<file path="src/gple_pkg.sv">
`default_nettype none
package gple_pkg;
    // ==========================================================
    // Bus widths and answers
    localparam int unsigned AXI_AW = 12;
    localparam int unsigned AXI_DW = 32;
    localparam logic [1:0] RESP_OKAY = 2'h0;
    localparam logic [1:0] RESP_SLVERR = 2'h2;

    // ==========================================================
    // Register indices; byte address is four times the index
    localparam logic [7:0] IDX_LOW_CFG = 8'h51;
    localparam logic [7:0] IDX_HIGH_CFG = 8'h52;
    localparam logic [7:0] IDX_CTRL = 8'h60;
    localparam logic [7:0] IDX_STATUS = 8'h61;
    localparam logic [AXI_AW-1:0] ADDR_LOW_CFG = {2'h0, IDX_LOW_CFG, 2'h0};
    localparam logic [AXI_AW-1:0] ADDR_HIGH_CFG = {2'h0, IDX_HIGH_CFG, 2'h0};
    localparam logic [AXI_AW-1:0] ADDR_CTRL = {2'h0, IDX_CTRL, 2'h0};
    localparam logic [AXI_AW-1:0] ADDR_STATUS = {2'h0, IDX_STATUS, 2'h0};

    // ==========================================================
    // Field layout and reset values
    localparam int unsigned REG_W = 16;
    localparam int unsigned CNT_W = 7;
    localparam int unsigned TB_W = 2;
    localparam int unsigned TB_LSB = 14;
    localparam int unsigned HC_LSB = 7;
    localparam int unsigned LC_LSB = 0;
    localparam logic [REG_W-1:0] LOW_CFG_RST = 16'h007f;
    localparam logic [REG_W-1:0] HIGH_CFG_RST = 16'h3f80;
    localparam logic [REG_W-1:0] HIGH_CFG_MASK = 16'h3fff;
    localparam logic [REG_W-1:0] CTRL_RST = 16'h0000;
    localparam int unsigned CTRL_VALUE_BIT = 0;
    localparam int unsigned CTRL_OUTPUT_BIT = 1;
    localparam int unsigned STAT_LEVEL_BIT = 0;
    localparam int unsigned STAT_HIGHPH_BIT = 1;
    localparam int unsigned STAT_STATIC_BIT = 2;
    localparam int unsigned STAT_VALUE_BIT = 3;

    // ==========================================================
    // Time base: last prescaler count for 16, 64, 256, 1024 clocks
    localparam int unsigned PRE_W = 10;
    localparam logic [PRE_W-1:0] TB_LAST_16 = 10'h00f;
    localparam logic [PRE_W-1:0] TB_LAST_64 = 10'h03f;
    localparam logic [PRE_W-1:0] TB_LAST_256 = 10'h0ff;
    localparam logic [PRE_W-1:0] TB_LAST_1024 = 10'h3ff;

    // ==========================================================
    // Types
    typedef struct packed {
        logic [TB_W-1:0] timeBase;
        logic [CNT_W-1:0] highCount;
        logic [CNT_W-1:0] lowCount;
    } gple_pattern_t;

    typedef enum logic [1:0] {ST_STATIC, ST_HIGH, ST_LOW} gple_phase_t;

    typedef struct packed {
        logic [AXI_AW-1:0] awaddr;
        logic awvalid;
        logic [AXI_DW-1:0] wdata;
        logic [AXI_DW/8-1:0] wstrb;
        logic wvalid;
        logic bready;
        logic [AXI_AW-1:0] araddr;
        logic arvalid;
        logic rready;
    } gple_axi_req_t;

    typedef struct packed {
        logic awready;
        logic wready;
        logic [1:0] bresp;
        logic bvalid;
        logic arready;
        logic [AXI_DW-1:0] rdata;
        logic [1:0] rresp;
        logic rvalid;
    } gple_axi_rsp_t;
endpackage
`default_nettype wire

</file>
<file path="src/gple_level_pwm_encoder.sv">
// How it works
// - Two-bit selector picks 16, 64, 256 or 1024 clocks per time-base tick.
// - Selected time base clocks the pattern engine whether or not the pin drives out.
// - Low logical output value drives the pin with the low-level pattern.
// - High phase lasts high count times the time base.
// - Low phase lasts low count times the time base.
// - Period is sum of both counts times time base, repeating endlessly.
// - High count zero, low count nonzero: pin held static low.
// - Low count zero, high count nonzero: pin held static high.
// - Both counts zero: pin held static low.
// - Low-level config word at index 51h, resets to 007Fh, static low.
// - Index 52h holds high-level pattern counts, same zero-count behaviour.
`timescale 1ns/1ps
`default_nettype none
module gple_level_pwm_encoder (
    input wire logic core_clk,
    input wire logic resetn,
    input wire logic coreClkEn,
    input wire gple_pkg::gple_axi_req_t axiReq,
    output gple_pkg::gple_axi_rsp_t axiRsp,
    output logic ioPinOne,
    output logic ioPinOneOe
);
    // ==========================================================
    // Registers
    logic [gple_pkg::REG_W-1:0] pin_one_low_level_pattern_config;
    logic [gple_pkg::REG_W-1:0] pin_one_high_level_pattern_config;
    logic [gple_pkg::REG_W-1:0] pinControl;
    logic [gple_pkg::REG_W-1:0] pinStatus;

    // ==========================================================
    // Bus slave state
    logic awReady;
    logic awHeld;
    logic [gple_pkg::AXI_AW-1:0] awAddrHeld;
    logic wReady;
    logic wHeld;
    logic [gple_pkg::AXI_DW-1:0] wDataHeld;
    logic [gple_pkg::AXI_DW/8-1:0] wStrbHeld;
    logic bValid;
    logic [1:0] bResp;
    logic arReady;
    logic rValid;
    logic [1:0] rResp;
    logic [gple_pkg::AXI_DW-1:0] rData;
    logic doWrite;
    logic [gple_pkg::AXI_AW-1:0] wrWord;
    logic [gple_pkg::AXI_AW-1:0] rdWord;
    logic wrLowCfg;
    logic wrHighCfg;
    logic wrCtrl;
    logic wrMapped;

    // ==========================================================
    // Pattern selection and pin state
    logic logicValue;
    logic prevValue;
    logic primed;
    logic engineRestart;
    gple_pkg::gple_pattern_t lowPattern;
    gple_pkg::gple_pattern_t highPattern;
    gple_pkg::gple_pattern_t activePattern;
    logic engineLevel;
    logic engineHigh;
    logic engineStatic;

    assign axiRsp.awready = awReady;
    assign axiRsp.wready = wReady;
    assign axiRsp.bresp = bResp;
    assign axiRsp.bvalid = bValid;
    assign axiRsp.arready = arReady;
    assign axiRsp.rdata = rData;
    assign axiRsp.rresp = rResp;
    assign axiRsp.rvalid = rValid;

    // ==========================================================
    // Write address channel
    always_ff @(posedge core_clk) begin
        if (!resetn) begin
            awReady <= 1'b0;
            awHeld <= 1'b0;
            awAddrHeld <= '0;
        end else if (coreClkEn) begin
            if (awReady && axiReq.awvalid) begin
                awReady <= 1'b0;
                awHeld <= 1'b1;
                awAddrHeld <= axiReq.awaddr;
            end else if (doWrite) begin
                awHeld <= 1'b0;
            end else if (!awHeld && !bValid) begin
                awReady <= 1'b1;
            end
        end
    end

    // ==========================================================
    // Write data channel
    always_ff @(posedge core_clk) begin
        if (!resetn) begin
            wReady <= 1'b0;
            wHeld <= 1'b0;
            wDataHeld <= '0;
            wStrbHeld <= '0;
        end else if (coreClkEn) begin
            if (wReady && axiReq.wvalid) begin
                wReady <= 1'b0;
                wHeld <= 1'b1;
                wDataHeld <= axiReq.wdata;
                wStrbHeld <= axiReq.wstrb;
            end else if (doWrite) begin
                wHeld <= 1'b0;
            end else if (!wHeld && !bValid) begin
                wReady <= 1'b1;
            end
        end
    end

    // ==========================================================
    // Write decode
    assign doWrite = awHeld & wHeld & ~bValid;
    assign wrWord = {awAddrHeld[gple_pkg::AXI_AW-1:2], 2'h0};
    assign wrLowCfg = doWrite & (wrWord == gple_pkg::ADDR_LOW_CFG);
    assign wrHighCfg = doWrite & (wrWord == gple_pkg::ADDR_HIGH_CFG);
    assign wrCtrl = doWrite & (wrWord == gple_pkg::ADDR_CTRL);
    // Status accepts writes and ignores them rather than erroring
    assign wrMapped = (wrWord == gple_pkg::ADDR_LOW_CFG) |
        (wrWord == gple_pkg::ADDR_HIGH_CFG) |
        (wrWord == gple_pkg::ADDR_CTRL) |
        (wrWord == gple_pkg::ADDR_STATUS);

    // ==========================================================
    // Write response channel
    always_ff @(posedge core_clk) begin
        if (!resetn) begin
            bValid <= 1'b0;
            bResp <= gple_pkg::RESP_OKAY;
        end else if (coreClkEn) begin
            if (doWrite) begin
                bValid <= 1'b1;
                bResp <= wrMapped ? gple_pkg::RESP_OKAY :
                    gple_pkg::RESP_SLVERR;
            end else if (bValid && axiReq.bready) begin
                bValid <= 1'b0;
            end
        end
    end

    // ==========================================================
    // Low-level pattern config word
    always_ff @(posedge core_clk) begin
        if (!resetn) begin
            pin_one_low_level_pattern_config <= gple_pkg::LOW_CFG_RST;
        end else if (coreClkEn && wrLowCfg) begin
            if (wStrbHeld[0]) begin
                pin_one_low_level_pattern_config[7:0] <= wDataHeld[7:0];
            end
            if (wStrbHeld[1]) begin
                pin_one_low_level_pattern_config[15:8] <= wDataHeld[15:8];
            end
        end
    end

    // ==========================================================
    // High-level pattern config word; top two bits reserved
    always_ff @(posedge core_clk) begin
        if (!resetn) begin
            pin_one_high_level_pattern_config <= gple_pkg::HIGH_CFG_RST;
        end else if (coreClkEn && wrHighCfg) begin
            if (wStrbHeld[0]) begin
                pin_one_high_level_pattern_config[7:0] <= wDataHeld[7:0];
            end
            if (wStrbHeld[1]) begin
                pin_one_high_level_pattern_config[15:8] <=
                    wDataHeld[15:8] & gple_pkg::HIGH_CFG_MASK[15:8];
            end
        end
    end

    // ==========================================================
    // Pin control: logical value and direction
    always_ff @(posedge core_clk) begin
        if (!resetn) begin
            pinControl <= gple_pkg::CTRL_RST;
        end else if (coreClkEn && wrCtrl && wStrbHeld[0]) begin
            pinControl[gple_pkg::CTRL_VALUE_BIT] <=
                wDataHeld[gple_pkg::CTRL_VALUE_BIT];
            pinControl[gple_pkg::CTRL_OUTPUT_BIT] <=
                wDataHeld[gple_pkg::CTRL_OUTPUT_BIT];
        end
    end

    // ==========================================================
    // Status view of the live waveform
    always_comb begin
        pinStatus = '0;
        pinStatus[gple_pkg::STAT_LEVEL_BIT] = engineLevel;
        pinStatus[gple_pkg::STAT_HIGHPH_BIT] = engineHigh;
        pinStatus[gple_pkg::STAT_STATIC_BIT] = engineStatic;
        pinStatus[gple_pkg::STAT_VALUE_BIT] = logicValue;
    end

    // ==========================================================
    // Read channel
    assign rdWord = {axiReq.araddr[gple_pkg::AXI_AW-1:2], 2'h0};

    always_ff @(posedge core_clk) begin
        if (!resetn) begin
            arReady <= 1'b0;
        end else if (coreClkEn) begin
            if (arReady && axiReq.arvalid) begin
                arReady <= 1'b0;
            end else if (!rValid && !arReady) begin
                arReady <= 1'b1;
            end
        end
    end

    always_ff @(posedge core_clk) begin
        if (!resetn) begin
            rValid <= 1'b0;
            rResp <= gple_pkg::RESP_OKAY;
            rData <= '0;
        end else if (coreClkEn) begin
            if (arReady && axiReq.arvalid) begin
                rValid <= 1'b1;
                rResp <= gple_pkg::RESP_OKAY;
                rData <= '0;
                case (rdWord)
                    gple_pkg::ADDR_LOW_CFG: begin
                        rData[15:0] <= pin_one_low_level_pattern_config;
                    end
                    gple_pkg::ADDR_HIGH_CFG: begin
                        rData[15:0] <= pin_one_high_level_pattern_config;
                    end
                    gple_pkg::ADDR_CTRL: begin
                        rData[15:0] <= pinControl;
                    end
                    gple_pkg::ADDR_STATUS: begin
                        rData[15:0] <= pinStatus;
                    end
                    default: begin
                        rResp <= gple_pkg::RESP_SLVERR;
                    end
                endcase
            end else if (rValid && axiReq.rready) begin
                rValid <= 1'b0;
            end
        end
    end

    // ==========================================================
    // Pattern selection by logical output value
    assign logicValue = pinControl[gple_pkg::CTRL_VALUE_BIT];
    assign lowPattern =
        gple_pkg::gple_pattern_t'(pin_one_low_level_pattern_config);

    always_comb begin
        highPattern =
            gple_pkg::gple_pattern_t'(pin_one_high_level_pattern_config);
        // Only the low-level word carries a time base; both share it
        highPattern.timeBase = lowPattern.timeBase;
    end

    assign activePattern = logicValue ? highPattern : lowPattern;

    // A level change restarts at once; waiting for the period end
    // could delay a plain data change by up to 254 ticks
    always_ff @(posedge core_clk) begin
        if (!resetn) begin
            prevValue <= 1'b0;
            primed <= 1'b0;
        end else if (coreClkEn) begin
            prevValue <= logicValue;
            primed <= 1'b1;
        end
    end

    assign engineRestart = ~primed | (logicValue ^ prevValue);

    gple_pattern_engine patternEngine (
        .core_clk(core_clk),
        .resetn(resetn),
        .coreClkEn(coreClkEn),
        .restart(engineRestart),
        .cfg(activePattern),
        .level(engineLevel),
        .highPhase(engineHigh),
        .staticMode(engineStatic)
    );

    // ==========================================================
    // Pin driver; pattern reaches the pin only as an output
    always_ff @(posedge core_clk) begin
        if (!resetn) begin
            ioPinOne <= 1'b0;
            ioPinOneOe <= 1'b0;
        end else if (coreClkEn) begin
            ioPinOneOe <= pinControl[gple_pkg::CTRL_OUTPUT_BIT];
            ioPinOne <= pinControl[gple_pkg::CTRL_OUTPUT_BIT] &
                engineLevel;
        end
    end
endmodule
`default_nettype wire

</file>
<file path="src/gple_pattern_engine.sv">
`timescale 1ns/1ps
`default_nettype none
module gple_pattern_engine (
    input wire logic core_clk,
    input wire logic resetn,
    input wire logic coreClkEn,
    input wire logic restart,
    input wire gple_pkg::gple_pattern_t cfg,
    output logic level,
    output logic highPhase,
    output logic staticMode
);
    // ==========================================================
    // Held pattern and counters
    gple_pkg::gple_pattern_t held;
    gple_pkg::gple_phase_t state;
    logic [gple_pkg::PRE_W-1:0] preCnt;
    logic [gple_pkg::PRE_W-1:0] preLast;
    logic [gple_pkg::CNT_W-1:0] phaseCnt;
    logic tick;
    logic boundary;

    always_comb begin
        case (held.timeBase)
            2'h0: preLast = gple_pkg::TB_LAST_16;
            2'h1: preLast = gple_pkg::TB_LAST_64;
            2'h2: preLast = gple_pkg::TB_LAST_256;
            default: preLast = gple_pkg::TB_LAST_1024;
        endcase
    end

    assign tick = (preCnt == preLast);
    // New settings are taken only here, so only a restart cuts a phase short
    assign boundary = restart | (tick & ((state == gple_pkg::ST_STATIC) |
        ((state == gple_pkg::ST_LOW) & (phaseCnt == '0))));
    assign highPhase = (state == gple_pkg::ST_HIGH);
    assign staticMode = (state == gple_pkg::ST_STATIC);

    // ==========================================================
    // Prescaler
    always_ff @(posedge core_clk) begin
        if (!resetn) begin
            preCnt <= '0;
        end else if (coreClkEn) begin
            if (boundary || tick) begin
                preCnt <= '0;
            end else begin
                preCnt <= preCnt + 10'h001;
            end
        end
    end

    // ==========================================================
    // Pattern taken at the period boundary
    always_ff @(posedge core_clk) begin
        if (!resetn) begin
            held <= gple_pkg::gple_pattern_t'(gple_pkg::LOW_CFG_RST);
        end else if (coreClkEn && boundary) begin
            held <= cfg;
        end
    end

    // ==========================================================
    // Phase sequencer
    always_ff @(posedge core_clk) begin
        if (!resetn) begin
            state <= gple_pkg::ST_STATIC;
            phaseCnt <= '0;
            level <= 1'b0;
        end else if (coreClkEn) begin
            if (boundary) begin
                if (cfg.highCount == '0) begin
                    state <= gple_pkg::ST_STATIC;
                    level <= 1'b0;
                    phaseCnt <= '0;
                end else if (cfg.lowCount == '0) begin
                    state <= gple_pkg::ST_STATIC;
                    level <= 1'b1;
                    phaseCnt <= '0;
                end else begin
                    state <= gple_pkg::ST_HIGH;
                    level <= 1'b1;
                    phaseCnt <= cfg.highCount - 7'h01;
                end
            end else if (tick) begin
                case (state)
                    gple_pkg::ST_HIGH: begin
                        if (phaseCnt == '0) begin
                            state <= gple_pkg::ST_LOW;
                            level <= 1'b0;
                            phaseCnt <= held.lowCount - 7'h01;
                        end else begin
                            phaseCnt <= phaseCnt - 7'h01;
                        end
                    end
                    gple_pkg::ST_LOW: begin
                        phaseCnt <= phaseCnt - 7'h01;
                    end
                    default: begin
                        phaseCnt <= phaseCnt;
                    end
                endcase
            end
        end
    end
endmodule
`default_nettype wire

</file>
<file path="config.mk">
export PLATFORM = sky130hd
export DESIGN_NAME = gple_level_pwm_encoder
export DESIGN_NICKNAME = d
export VERILOG_FILES = /design/src/gple_pkg.sv /design/src/gple_level_pwm_encoder.sv /design/src/gple_pattern_engine.sv
export SDC_FILE = /design/constraint.sdc
export NUM_CORES = 1
export LEC_CHECK = 0
export BUFFER_PORTS_ARGS = -buffer_cell sky130_fd_sc_hd__buf_2
export CAP_MARGIN = 5
export CORE_MARGIN = 10
export CORE_UTILIZATION = 50
export CTS_BUF_LIST = sky130_fd_sc_hd__clkbuf_16
export DETAILED_ROUTE_END_ITERATION = 10
export PLACE_DENSITY = 0.73
export SYNTH_ARGS = -nofsm -noshare
export SYNTH_HDL_FRONTEND = slang
export SYNTH_SLANG_ARGS = --single-unit
</file>
<file path="constraint.sdc">
create_clock -name core_clk -period 3.2 [get_ports core_clk]
set_input_delay 0.16 -clock core_clk [delete_from_list [all_inputs] [get_ports core_clk]]
set_output_delay 0.16 -clock core_clk [all_outputs]
set_load 0.02 [all_outputs]
</file>
==> run summary, run 1 <==
Status = completed
Final Instance Area = 6870 um^2
Setup tns final = 0 ps
Static leakage = 2.75 nW
DRT Pass-1 Iters = 8
Avg Cell Area, Syn = 8.78 um^2
Worst setup SP type = register
Unrepaired setup endpoints after global routing = false
Remaining antenna violation count = 0
Flops & latches, synth = 118
Die Span X = 128 um
All-Layer GR Usage = 0.170
Met1 Resource Use GR = 0.197
P&R area growth vs syn = 17.6%
Worst Tran Pin Value = 899 ps
FMAX = 421 MHz
IO Port Bufs = 70
Clock Pin Slew Worst Setup and Hold Paths = 50 ps
Top-area cell type share of the netlist area = 0.404
Total congestion overflow = 0
First-pass GRT wire length = 23000 um
Slew HR = 0.401
Drt wl/cell = 15.4 um
Max_cap viols = 0
CTS sink cnt = 118
CTS tree = yes
Max FO, Critical Path = 19
Final net count = 804
Fraction of layout cells with a size suffix above 1 = 0.178
Fin crit share = 0.742
Met2 usage = 0.291
Final min period = 2370 ps
Synthesis Warnings = 0
Routability cong. = 0.843
Number of global-route vias before repair = 4837
Mapped Area = 5840 um^2
Die area = 16400 um^2
Ys async rst share = 0
Finished Core Util = 0.602
Final setup margin = 826 ps
Maximum level of the CTS H-tree = 4
Placed inst area = 6140 um^2
Commonest cells post-synth = nand2_1, dfxtp_1, mux2i_1
Max Buffers Root-to-Sink = 2
Grt peak-use layer = met2
Pin count of the biggest net entering global routing = 59
Vias = 4865
Hold WS = 2.12 ps
1st-iter DRT viols = 345
Routed WL = 13700 um
Power Density = 547 nW/um^2
# rows = 39
Post-DP HPWL = 10100 um
Ys flop type = dfxtp_1
Drt drc = 0
Top Ports = 111
Setup Skew = 10.2 ps
Number of buffers created by CTS = 17
Hold Path Class = in -> reg
Seq/Total Area, Yosys = 0.404
WP data required = 3530 ps
Initial Util = 0.512
Antenna violations before repair = 0
Synth unique cells = 62
Final setup vio count = 0
Die Y = 128 um
Critical path arrival = 2700 ps
Critical Path Sink Type = register
Setup Crit Path Kind = reg -> reg
Peak VDD IR = 0.000390 V
Number of flops mapped to enable cells by yosys = 0
Pre-CTS setup slack = 891 ps
Skew-Pair Late Insertion Delay = 410 ps
Cell with the most instances after synthesis = nand2_1
Via-to-Cell Ratio = 5.50
CTS Root Cell = clkbuf_16
Post-CTS sizing = 0
Final Hold Fails = 0
Met3 usage = 0.0430
Gate Count Post-Synth = 665
Diode count = 0
Final Slew Violations = 0
Synth top area cells = dfxtp_1, nand2_1, mux2i_1, a21boi_0, nor2b_1
Synth area leader = dfxtp_1
Core area = 11400 um^2
[kinds of logic after synthesis]
kind of cell | Yosys count | share of synthesized area
compound gates | 123 | 0.152
xor+xnor | 20 | 0.0300
fa+ha+maj | 7 | 0.0150
buf+inv | 70 | 0.0651
flops | 118 | 0.404
mux | 46 | 0.0790
other cells | 1 | 0.000642
simple gates | 280 | 0.254
[registers in the layout (all words and copies together) (netlist names), 2 cells and up]
name                               cells
patternEngine.preCnt                  10
rData                                 16
patternEngine.held                     9
patternEngine.phaseCnt                 7
lowPattern                            16
awAddrHeld                            10
pinControl                             2
patternEngine.state                    2
pin_one_high_level_pattern_config     14
wDataHeld                             16
wStrbHeld                              2
[repair_timing]
action                    4_1_cts  5_1_grt
hold buffers                   12        0
hold endpoints to repair       12        0
buffers inserted                0        0
[per-stage QoR]
| stage | cells | power [mW] |
|---|---|---|
| finish | 885 | 3.76 |
| global route | 885 | 3.88 |
| CTS | 885 | 3.77 |
| detailed placement | 841 | 1.81 |
| global placement | 841 | 1.80 |
| floorplan | 682 | 1.76 |
[final cells by class]
class	instances	area [um^2]
clock buffers	17	425
repair buffers	88	515
clock inverters	15	188
inverters	10	37.5
fillers	992	4550
flip-flops and latches	118	2360
well taps	143	179
multi-input cells	494	3160
[report_power, final]
group          internal, mW  total, mW  leakage [nW]  switching, mW
sequential             1.50       1.52         0.956         0.0252
clock                  1.29       1.96         0.300          0.674
combinational         0.110      0.271          1.50          0.161
[layout by cell type (no fill, tap or decap), types with 3 or more instances in the layout]
| cell | n |
|---|---|
| dlygate4sd3_1 | 12 |
| clkinv_4 | 4 |
| o21ai_0 | 16 |
| and3_1 | 5 |
| conb_1 | 18 |
| clkinv_1 | 3 |
| nand4_1 | 5 |
| nand3_1 | 18 |
| xor2_1 | 10 |
| dfxtp_1 | 118 |
| inv_1 | 11 |
| nor3b_2 | 11 |
| buf_2 | 70 |
| and2_1 | 4 |
| buf_4 | 6 |
| nor3b_1 | 11 |
| nand2_1 | 121 |
| nor2_1 | 35 |
| clkbuf_16 | 17 |
| a31oi_1 | 17 |
| mux2i_1 | 45 |
| nor2b_1 | 30 |
| o211ai_1 | 3 |
| nand2b_1 | 11 |
| bufinv_16 | 4 |
| nor4_1 | 3 |
| a221oi_1 | 9 |
| a21boi_0 | 39 |
| a21oi_1 | 11 |
| a22oi_1 | 7 |
| xnor2_1 | 10 |
| ha_1 | 7 |
| nor3_1 | 10 |
[per-layer routing]
metal	part of all wire	routed length [um]	up-vias
met5	0	0	-
met4	0.020	270	0
met3	0.048	652	28
met2	0.50	6890	136
met1	0.43	5850	2286
li1	-	-	2415
[critical path, stage by stage, from the launching register on]
cell,delay (ps)
dfxtp_1,320
inv_1,90
ha_1,190
nor3b_2,370
a41o_1,290
o21ai_0,110
a21oi_2,600
nand3_1,180
o21ai_0,140
[path summary, 6_finish.rpt]
kind | depth (start not counted) | startpoint | slack (ps) | end
hold / removal | 3 | axiReq[24] | 2 | wDataHeld[4]$_SDFFE_PN0P_
hold reg to reg | 2 | awAddrHeld[10]$_SDFFE_PN0P_ | 460 | awAddrHeld[10]$_SDFFE_PN0P_
setup reg to reg | 8 | patternEngine.phaseCnt[0]$_SDFFE_PN0P_ | 830 | patternEngine.held[15]$_SDFFE_PN0P_
setup / recovery | 8 | patternEngine.phaseCnt[0]$_SDFFE_PN0P_ | 830 | patternEngine.held[15]$_SDFFE_PN0P_
Power figures use the tool's default switching activity.
==> run 2: changes to the inputs <==
- ABC_AREA: unset -> 1
- PLACE_DENSITY: 0.73 -> 0.76
- clock period: 3.2 -> 2.1 ns (I/O delays scaled with it)
==> run 2 against run 1 <==
- sequential power up 55%
- clock power up 36%
- power increased by 48%
- synthesized cell count up 25%
- combinational power rose by 100%
- final cell count increased by 21%
- maximum frequency is 29% higher
- sequential share of layout area is 1.3 points lower
- non-clock buffer count increased by 18
- critical path depth is 3 higher
- highest routed layer unchanged
==> run summary, run 2 <==
Seq/Total Area, Yosys = 0.392
1st-iter DRT viols = 297
Setup Crit Path Kind = reg -> reg
Top Ports = 111
Final min period = 1850 ps
Most common cell after layout, fill and taps aside = nand2_1
Sequential Power Share = 0.422
Diode count = 0
Post-DP HPWL = 9920 um
Synth top area cells = dfxtp_1, nand2_1, a21oi_1, inv_1, o21ai_0
Max FO, Critical Path = 13
Antenna violations before repair = 0
CP peak stage delay = 320 ps
Peak VDD IR = 0.000540 V
Worst setup SP type = register
Critical path arrival = 2140 ps
Die area = 16800 um^2
Drt drc = 0
Slew HR = 0.548
Clock Pin Slew Worst Setup and Hold Paths = 50 ps
Fraction of layout cells with a size suffix above 1 = 0.177
IO Port Bufs = 70
CTS sink cnt = 118
FMAX = 541 MHz
Switching power = 1.36 mW
Routed WL = 13900 um
Setup tns final = 0 ps
Flops & latches, synth = 118
Ys async rst share = 0
Routability cong. = 0.864
Commonest cells post-synth = nand2_1, dfxtp_1, inv_1
Via-to-Cell Ratio = 4.98
CTS Root Cell = clkbuf_16
Cell Count, Final, Fillers Out = 1075
Remaining antenna violation count = 0
Skew-Pair Late Insertion Delay = 410 ps
Max_cap viols = 0
Cell family with most CP delay = simple AND/OR/NAND/NOR gates
Final Hold Fails = 0
Synth unique cells = 43
Final Slew Violations = 0
Mapped Area = 6020 um^2
Maximum level of the CTS H-tree = 4
All-Layer GR Usage = 0.170
Number of flops mapped to enable cells by yosys = 0
Static leakage = 3.29 nW
Avg Cell Area, Syn = 7.25 um^2
Top-area cell type share of the netlist area = 0.392
Die Span X = 130 um
Number of buffers created by CTS = 17
# rows = 40
Initial Util = 0.506
Crit-path slowest cell = dfxtp_1
Status = completed
Total congestion overflow = 0
Postcts setup bufs = 0
Synth area leader = dfxtp_1
DRT Pass-1 Iters = 5
First-pass GRT wire length = 23300 um
Ys flop type = dfxtp_1
Cell with the most instances after synthesis = nand2_1
WP data required = 2390 ps
Post-Place Cells = 1017
Synth Area in Compound Gates = 0.178
Drt wl/cell = 12.9 um
Mux contribution to synthesized area = 0
CP Cell Sequence = inv_1, ha_1, inv_1, nor2_1, nand3_1, nand2_1, nand2_1, nand2_2, nand2_2, a21oi_1, o21ai_1
Commonest non-fill, non-tap cells in the layout = nand2_1, dfxtp_1, inv_1
P&R area growth vs syn = 18.6%
Number of global-route vias before repair = 4964
Synth Area in Adders = 0.0145
Comb pwr share = 0.099
Core area = 11900 um^2
Xor/xnor share of the synthesized area = 0.0189
Final setup vio count = 0
Total power = 5.57 mW
Unrepaired setup endpoints after global routing = false
CTS tree = yes
Die Y = 130 um
Pin count of the biggest net entering global routing = 73
Hold Path Class = in -> reg
Worst Tran Pin Value = 677 ps
Max Buffers Root-to-Sink = 2
Internal = 4.21 mW
Gate Count Post-Synth = 831
Vias = 5355
Setup Skew = 6.06 ps
Final net count = 991
Buffers and inverters on the worst path = 2
Synthesis Warnings = 0
Largest family of logic cells by synthesized area = simple AND/OR/NAND/NOR gates
Critical Path Sink Type = register
Simple-Gate Fraction of Synth Area = 0.274
Fin crit share = 0.880
Clock power share = 0.479
Switching part of the total power = 0.244
Power Density = 780 nW/um^2
==> run 2: changes by cell type in the layout (fill, tap and decap cells not counted), sizes merged, moves of 17 or more <==
cell,delta
a21boi,-38
a21oi,+67
a31oi,-17
inv,+83
mux2i,-45
nand2,+74
nand3,+20
nor2,+55
nor2b,-30
nor3b,-20
o21ai,+55
==> run 2: final cells by class <==
| type | count | area, um^2 |
|---|---|---|
| Sequential cell | 118 | 2360 |
| Inverter | 94 | 357 |
| Clock buffer | 17 | 425 |
| Timing Repair Buffer | 106 | 701 |
| Fill cell | 1107 | 4770 |
| Multi-Input combinational cell | 579 | 2990 |
| Tap cell | 147 | 184 |
| Clock inverter | 14 | 119 |
==> run 2: through the flow <==
step	area [um^2]	util	hold WS (ps)	setup slack, ps
3_3_place_gp	6330	0.531	374	274
2_1_floorplan	6090	-	282	466
3_5_place_dp	6330	0.531	376	267
4_1_cts	7140	0.599	9.42	223
5_1_grt	7140	0.599	29.8	47.4
6_report	7140	0.599	18.2	253
==> run 2: final timing paths <==
| check | startpoint | end | slack [ps] | cells past startpoint |
|---|---|---|---|---|
| min | axiReq[20] | wDataHeld[0]$_SDFFE_PN0P_ | 20 | 3 |
| max | patternEngine.phaseCnt[0]$_SDFFE_PN0P_ | patternEngine.held[4]$_SDFFE_PN1P_ | 250 | 11 |
| max reg2reg | patternEngine.phaseCnt[0]$_SDFFE_PN0P_ | patternEngine.held[4]$_SDFFE_PN1P_ | 250 | 11 |
| min reg2reg | awAddrHeld[11]$_SDFFE_PN0P_ | awAddrHeld[11]$_SDFFE_PN0P_ | 440 | 2 |
==> run 2: repair_timing <==
| action | 4_1_cts | 5_1_grt |
|---|---|---|
| gates resized for setup | 0 | 0 |
| endpoints found under the hold margin | 27 | 0 |
| hold buffers | 27 | 0 |
==> run 2: kinds of logic after synthesis <==
family / count (synthesis)
simple gates: 359
compound gates: 182
other cells: 1
fa+ha+maj: 7
buf+inv: 151
xor+xnor: 13
flops: 118
==> run 2: layer usage <==
metal  share of wire  vias to the layer above  routed length, um  global-route usage
li1                -                     2837                  -                   -
met1            0.46                     2389               6410               0.205
met2            0.49                      112               6770               0.283
met3           0.040                       17                558              0.0475
met4           0.013                        0                183              0.0628
met5               0                        -                  0                   0
==> run 2: power groups by stage <==
| stage | clock network (mW) | logic (mW) | registers, mW |
|---|---|---|---|
| detailed placement | 0 | 0.508 | 2.40 |
| finish | 2.67 | 0.553 | 2.35 |
| global placement | 0 | 0.499 | 2.40 |
| global route | 2.80 | 0.625 | 2.36 |
| CTS | 2.70 | 0.549 | 2.35 |
| floorplan | 0 | 0.417 | 2.39 |
==> run 2: worst min-delay path, stage by stage <==
cell and delay (ps):
buf_2 70, o21ai_0 90, a21oi_1 120
==> run 3: changes to the inputs <==
==> constraint.sdc (replaced) <==
create_clock -name core_clk -period 2.1 [get_ports core_clk]
set_input_delay 0.21 -clock core_clk [delete_from_list [all_inputs] [get_ports core_clk]]
set_output_delay 0.21 -clock core_clk [all_outputs]
set_load 0.02 [all_outputs]
==> run 3 against run 2 <==
- non-clock buffer count is 26 lower
- clock skew increased by 1.5 ps
- power down 4.8%
- wire length down 2.2%
- via count down 1.3%
- largest cell class unchanged
- die area unchanged
- setup slack lost 31 ps
- register-to-register slack got worse by 30 ps
- highest routed layer unchanged
- largest power group unchanged
- sequential share of layout area up 1.4 points
==> run summary, run 3 (same netlist as run 2, synthesis figures left out) <==
Post-CTS sizing = 0
Placed inst area = 6350 um^2
Final setup vio count = 0
Diode count = 0
Setup Crit Path Kind = reg -> reg
Number of global-route vias before repair = 5009
Die area = 16800 um^2
Worst R2R End = patternEngine.phaseCnt[4]$_SDFFE_PN0P_
Final min period = 1880 ps
Max Buffers Root-to-Sink = 2
Final net count = 965
# hold bufs at CTS = 0
Fraction of layout cells with a size suffix above 1 = 0.183
Hold Path Class = in -> reg
Setup crit end = patternEngine.phaseCnt[4]$_SDFFE_PN0P_
Max FO, Critical Path = 13
Slew HR = 0.632
Reg2reg path depth = 12
Clock Pin Slew Worst Setup and Hold Paths = 50 ps
Most common cell after layout, fill and taps aside = nand2_1
CTS sink cnt = 118
Max_cap viols = 0
Post-DP HPWL = 9980 um
Routed WL = 13600 um
Post-Place Cells = 1018
Die Y = 130 um
Die Span X = 130 um
WP data required = 2400 ps
Initial Util = 0.506
FMAX = 532 MHz
Drt drc = 0
Unrepaired setup endpoints after global routing = false
DRT Pass-1 Iters = 5
Status = completed
Final Instance Area = 6840 um^2
Skew-Pair Late Insertion Delay = 420 ps
Total congestion overflow = 0
Drt wl/cell = 13.0 um
Routability cong. = 0.862
Cell Count, Final, Fillers Out = 1049
Maximum level of the CTS H-tree = 4
Pre-CTS setup slack = 255 ps
# rows = 40
Fin crit share = 0.894
Via-to-Cell Ratio = 5.04
Setup Skew = 7.53 ps
1st-iter DRT viols = 277
Peak VDD IR = 0.000532 V
Worst reg2reg startpoint = pinControl[0]$_SDFFE_PN0P_
CTS tree = yes
IO Port Bufs = 70
Antenna violations before repair = 0
Setup tns final = 0 ps
Number of buffers created by CTS = 17
Final Slew Violations = 0
Final setup margin = 222 ps
Critical Path Sink Type = register
Reg2Reg Setup Slack = 220 ps
Vias = 5283
First-pass GRT wire length = 22700 um
All-Layer GR Usage = 0.166
Final Hold Fails = 0
Commonest non-fill, non-tap cells in the layout = nand2_1, dfxtp_1, inv_1
Postcts setup bufs = 0
Core area = 11900 um^2
Static leakage = 3.17 nW
Remaining antenna violation count = 0
P&R area growth vs syn = 13.6%
Pin count of the biggest net entering global routing = 73
Critical path arrival = 2180 ps
CTS Root Cell = clkbuf_16
Top Ports = 111
Critical Path Source = pinControl[0]$_SDFFE_PN0P_
Worst setup SP type = register
Worst Tran Pin Value = 550 ps
Power Density = 775 nW/um^2
## run 3: changes by cell type in the layout (fill, tap and decap cells not counted)
cell and change:
buf_12 +1, bufinv_16 -2, clkinv_1 -1, clkinv_2 +1
clkinv_4 +1, dlygate4sd3_1 -27, inv_1 +1
## run 3: stage by stage
stage / hold WS (ps) / utilization / total power, mW
2_1_floorplan: 387 / - / 2.80
3_3_place_gp: 432 / 0.533 / 2.90
3_5_place_dp: 442 / 0.533 / 2.91
4_1_cts: 43.5 / 0.575 / 5.34
5_1_grt: 75.1 / 0.575 / 5.51
6_report: 58.5 / 0.575 / 5.30
## run 3: cell type report
cell class                 count  area [um^2]
clock inverter                14         72.6
timing repair buffer          80          450
clock buffer                  17          425
fill                        1189         5070
inverter                      94          357
sequential                   118         2360
tap                          147          184
multi-input combinational    579         2990
## run 3: worst min path at each step
stage | start | endpoint | slack, ps | cells past startpoint
after floorplan | axiReq[0] | rValid$_SDFFE_PN0P_ | 390 | 3
after CTS | axiReq[0] | rValid$_SDFFE_PN0P_ | 40 | 4
final | axiReq[0] | rValid$_SDFFE_PN0P_ | 60 | 4
after global placement | awAddrHeld[4]$_SDFFE_PN0P_ | awAddrHeld[4]$_SDFFE_PN0P_ | 430 | 2
after detailed placement | awAddrHeld[11]$_SDFFE_PN0P_ | awAddrHeld[11]$_SDFFE_PN0P_ | 440 | 2
after global routing | axiReq[61] | awAddrHeld[8]$_SDFFE_PN0P_ | 80 | 3
## run 3: critical path, cell delays in order (launching register included)
cell,delay [ps]
dfxtp_1,510
buf_4,270
inv_4,80
nor2_2,90
nor2_2,50
nand2_2,90
inv_2,60
nand2_2,100
nand2_2,90
nor2_4,180
nand2_1,70
nor2_1,110
nor2_1,50
## run 3: metal layers
layer / GRT usage / vias up / share of wire
li1: - / 2786 / -
met1: 0.198 / 2386 / 0.47
met2: 0.274 / 93 / 0.48
met3: 0.0422 / 18 / 0.036
met4: 0.0767 / 0 / 0.016
met5: 0 / - / 0
## run 3: power by group
| group | total [mW] | switching, mW | leakage [nW] | internal [mW] |
|---|---|---|---|---|
| clock | 2.44 | 0.979 | 0.253 | 1.46 |
| sequential | 2.35 | 0.0454 | 0.959 | 2.31 |
| combinational | 0.515 | 0.340 | 1.96 | 0.176 |
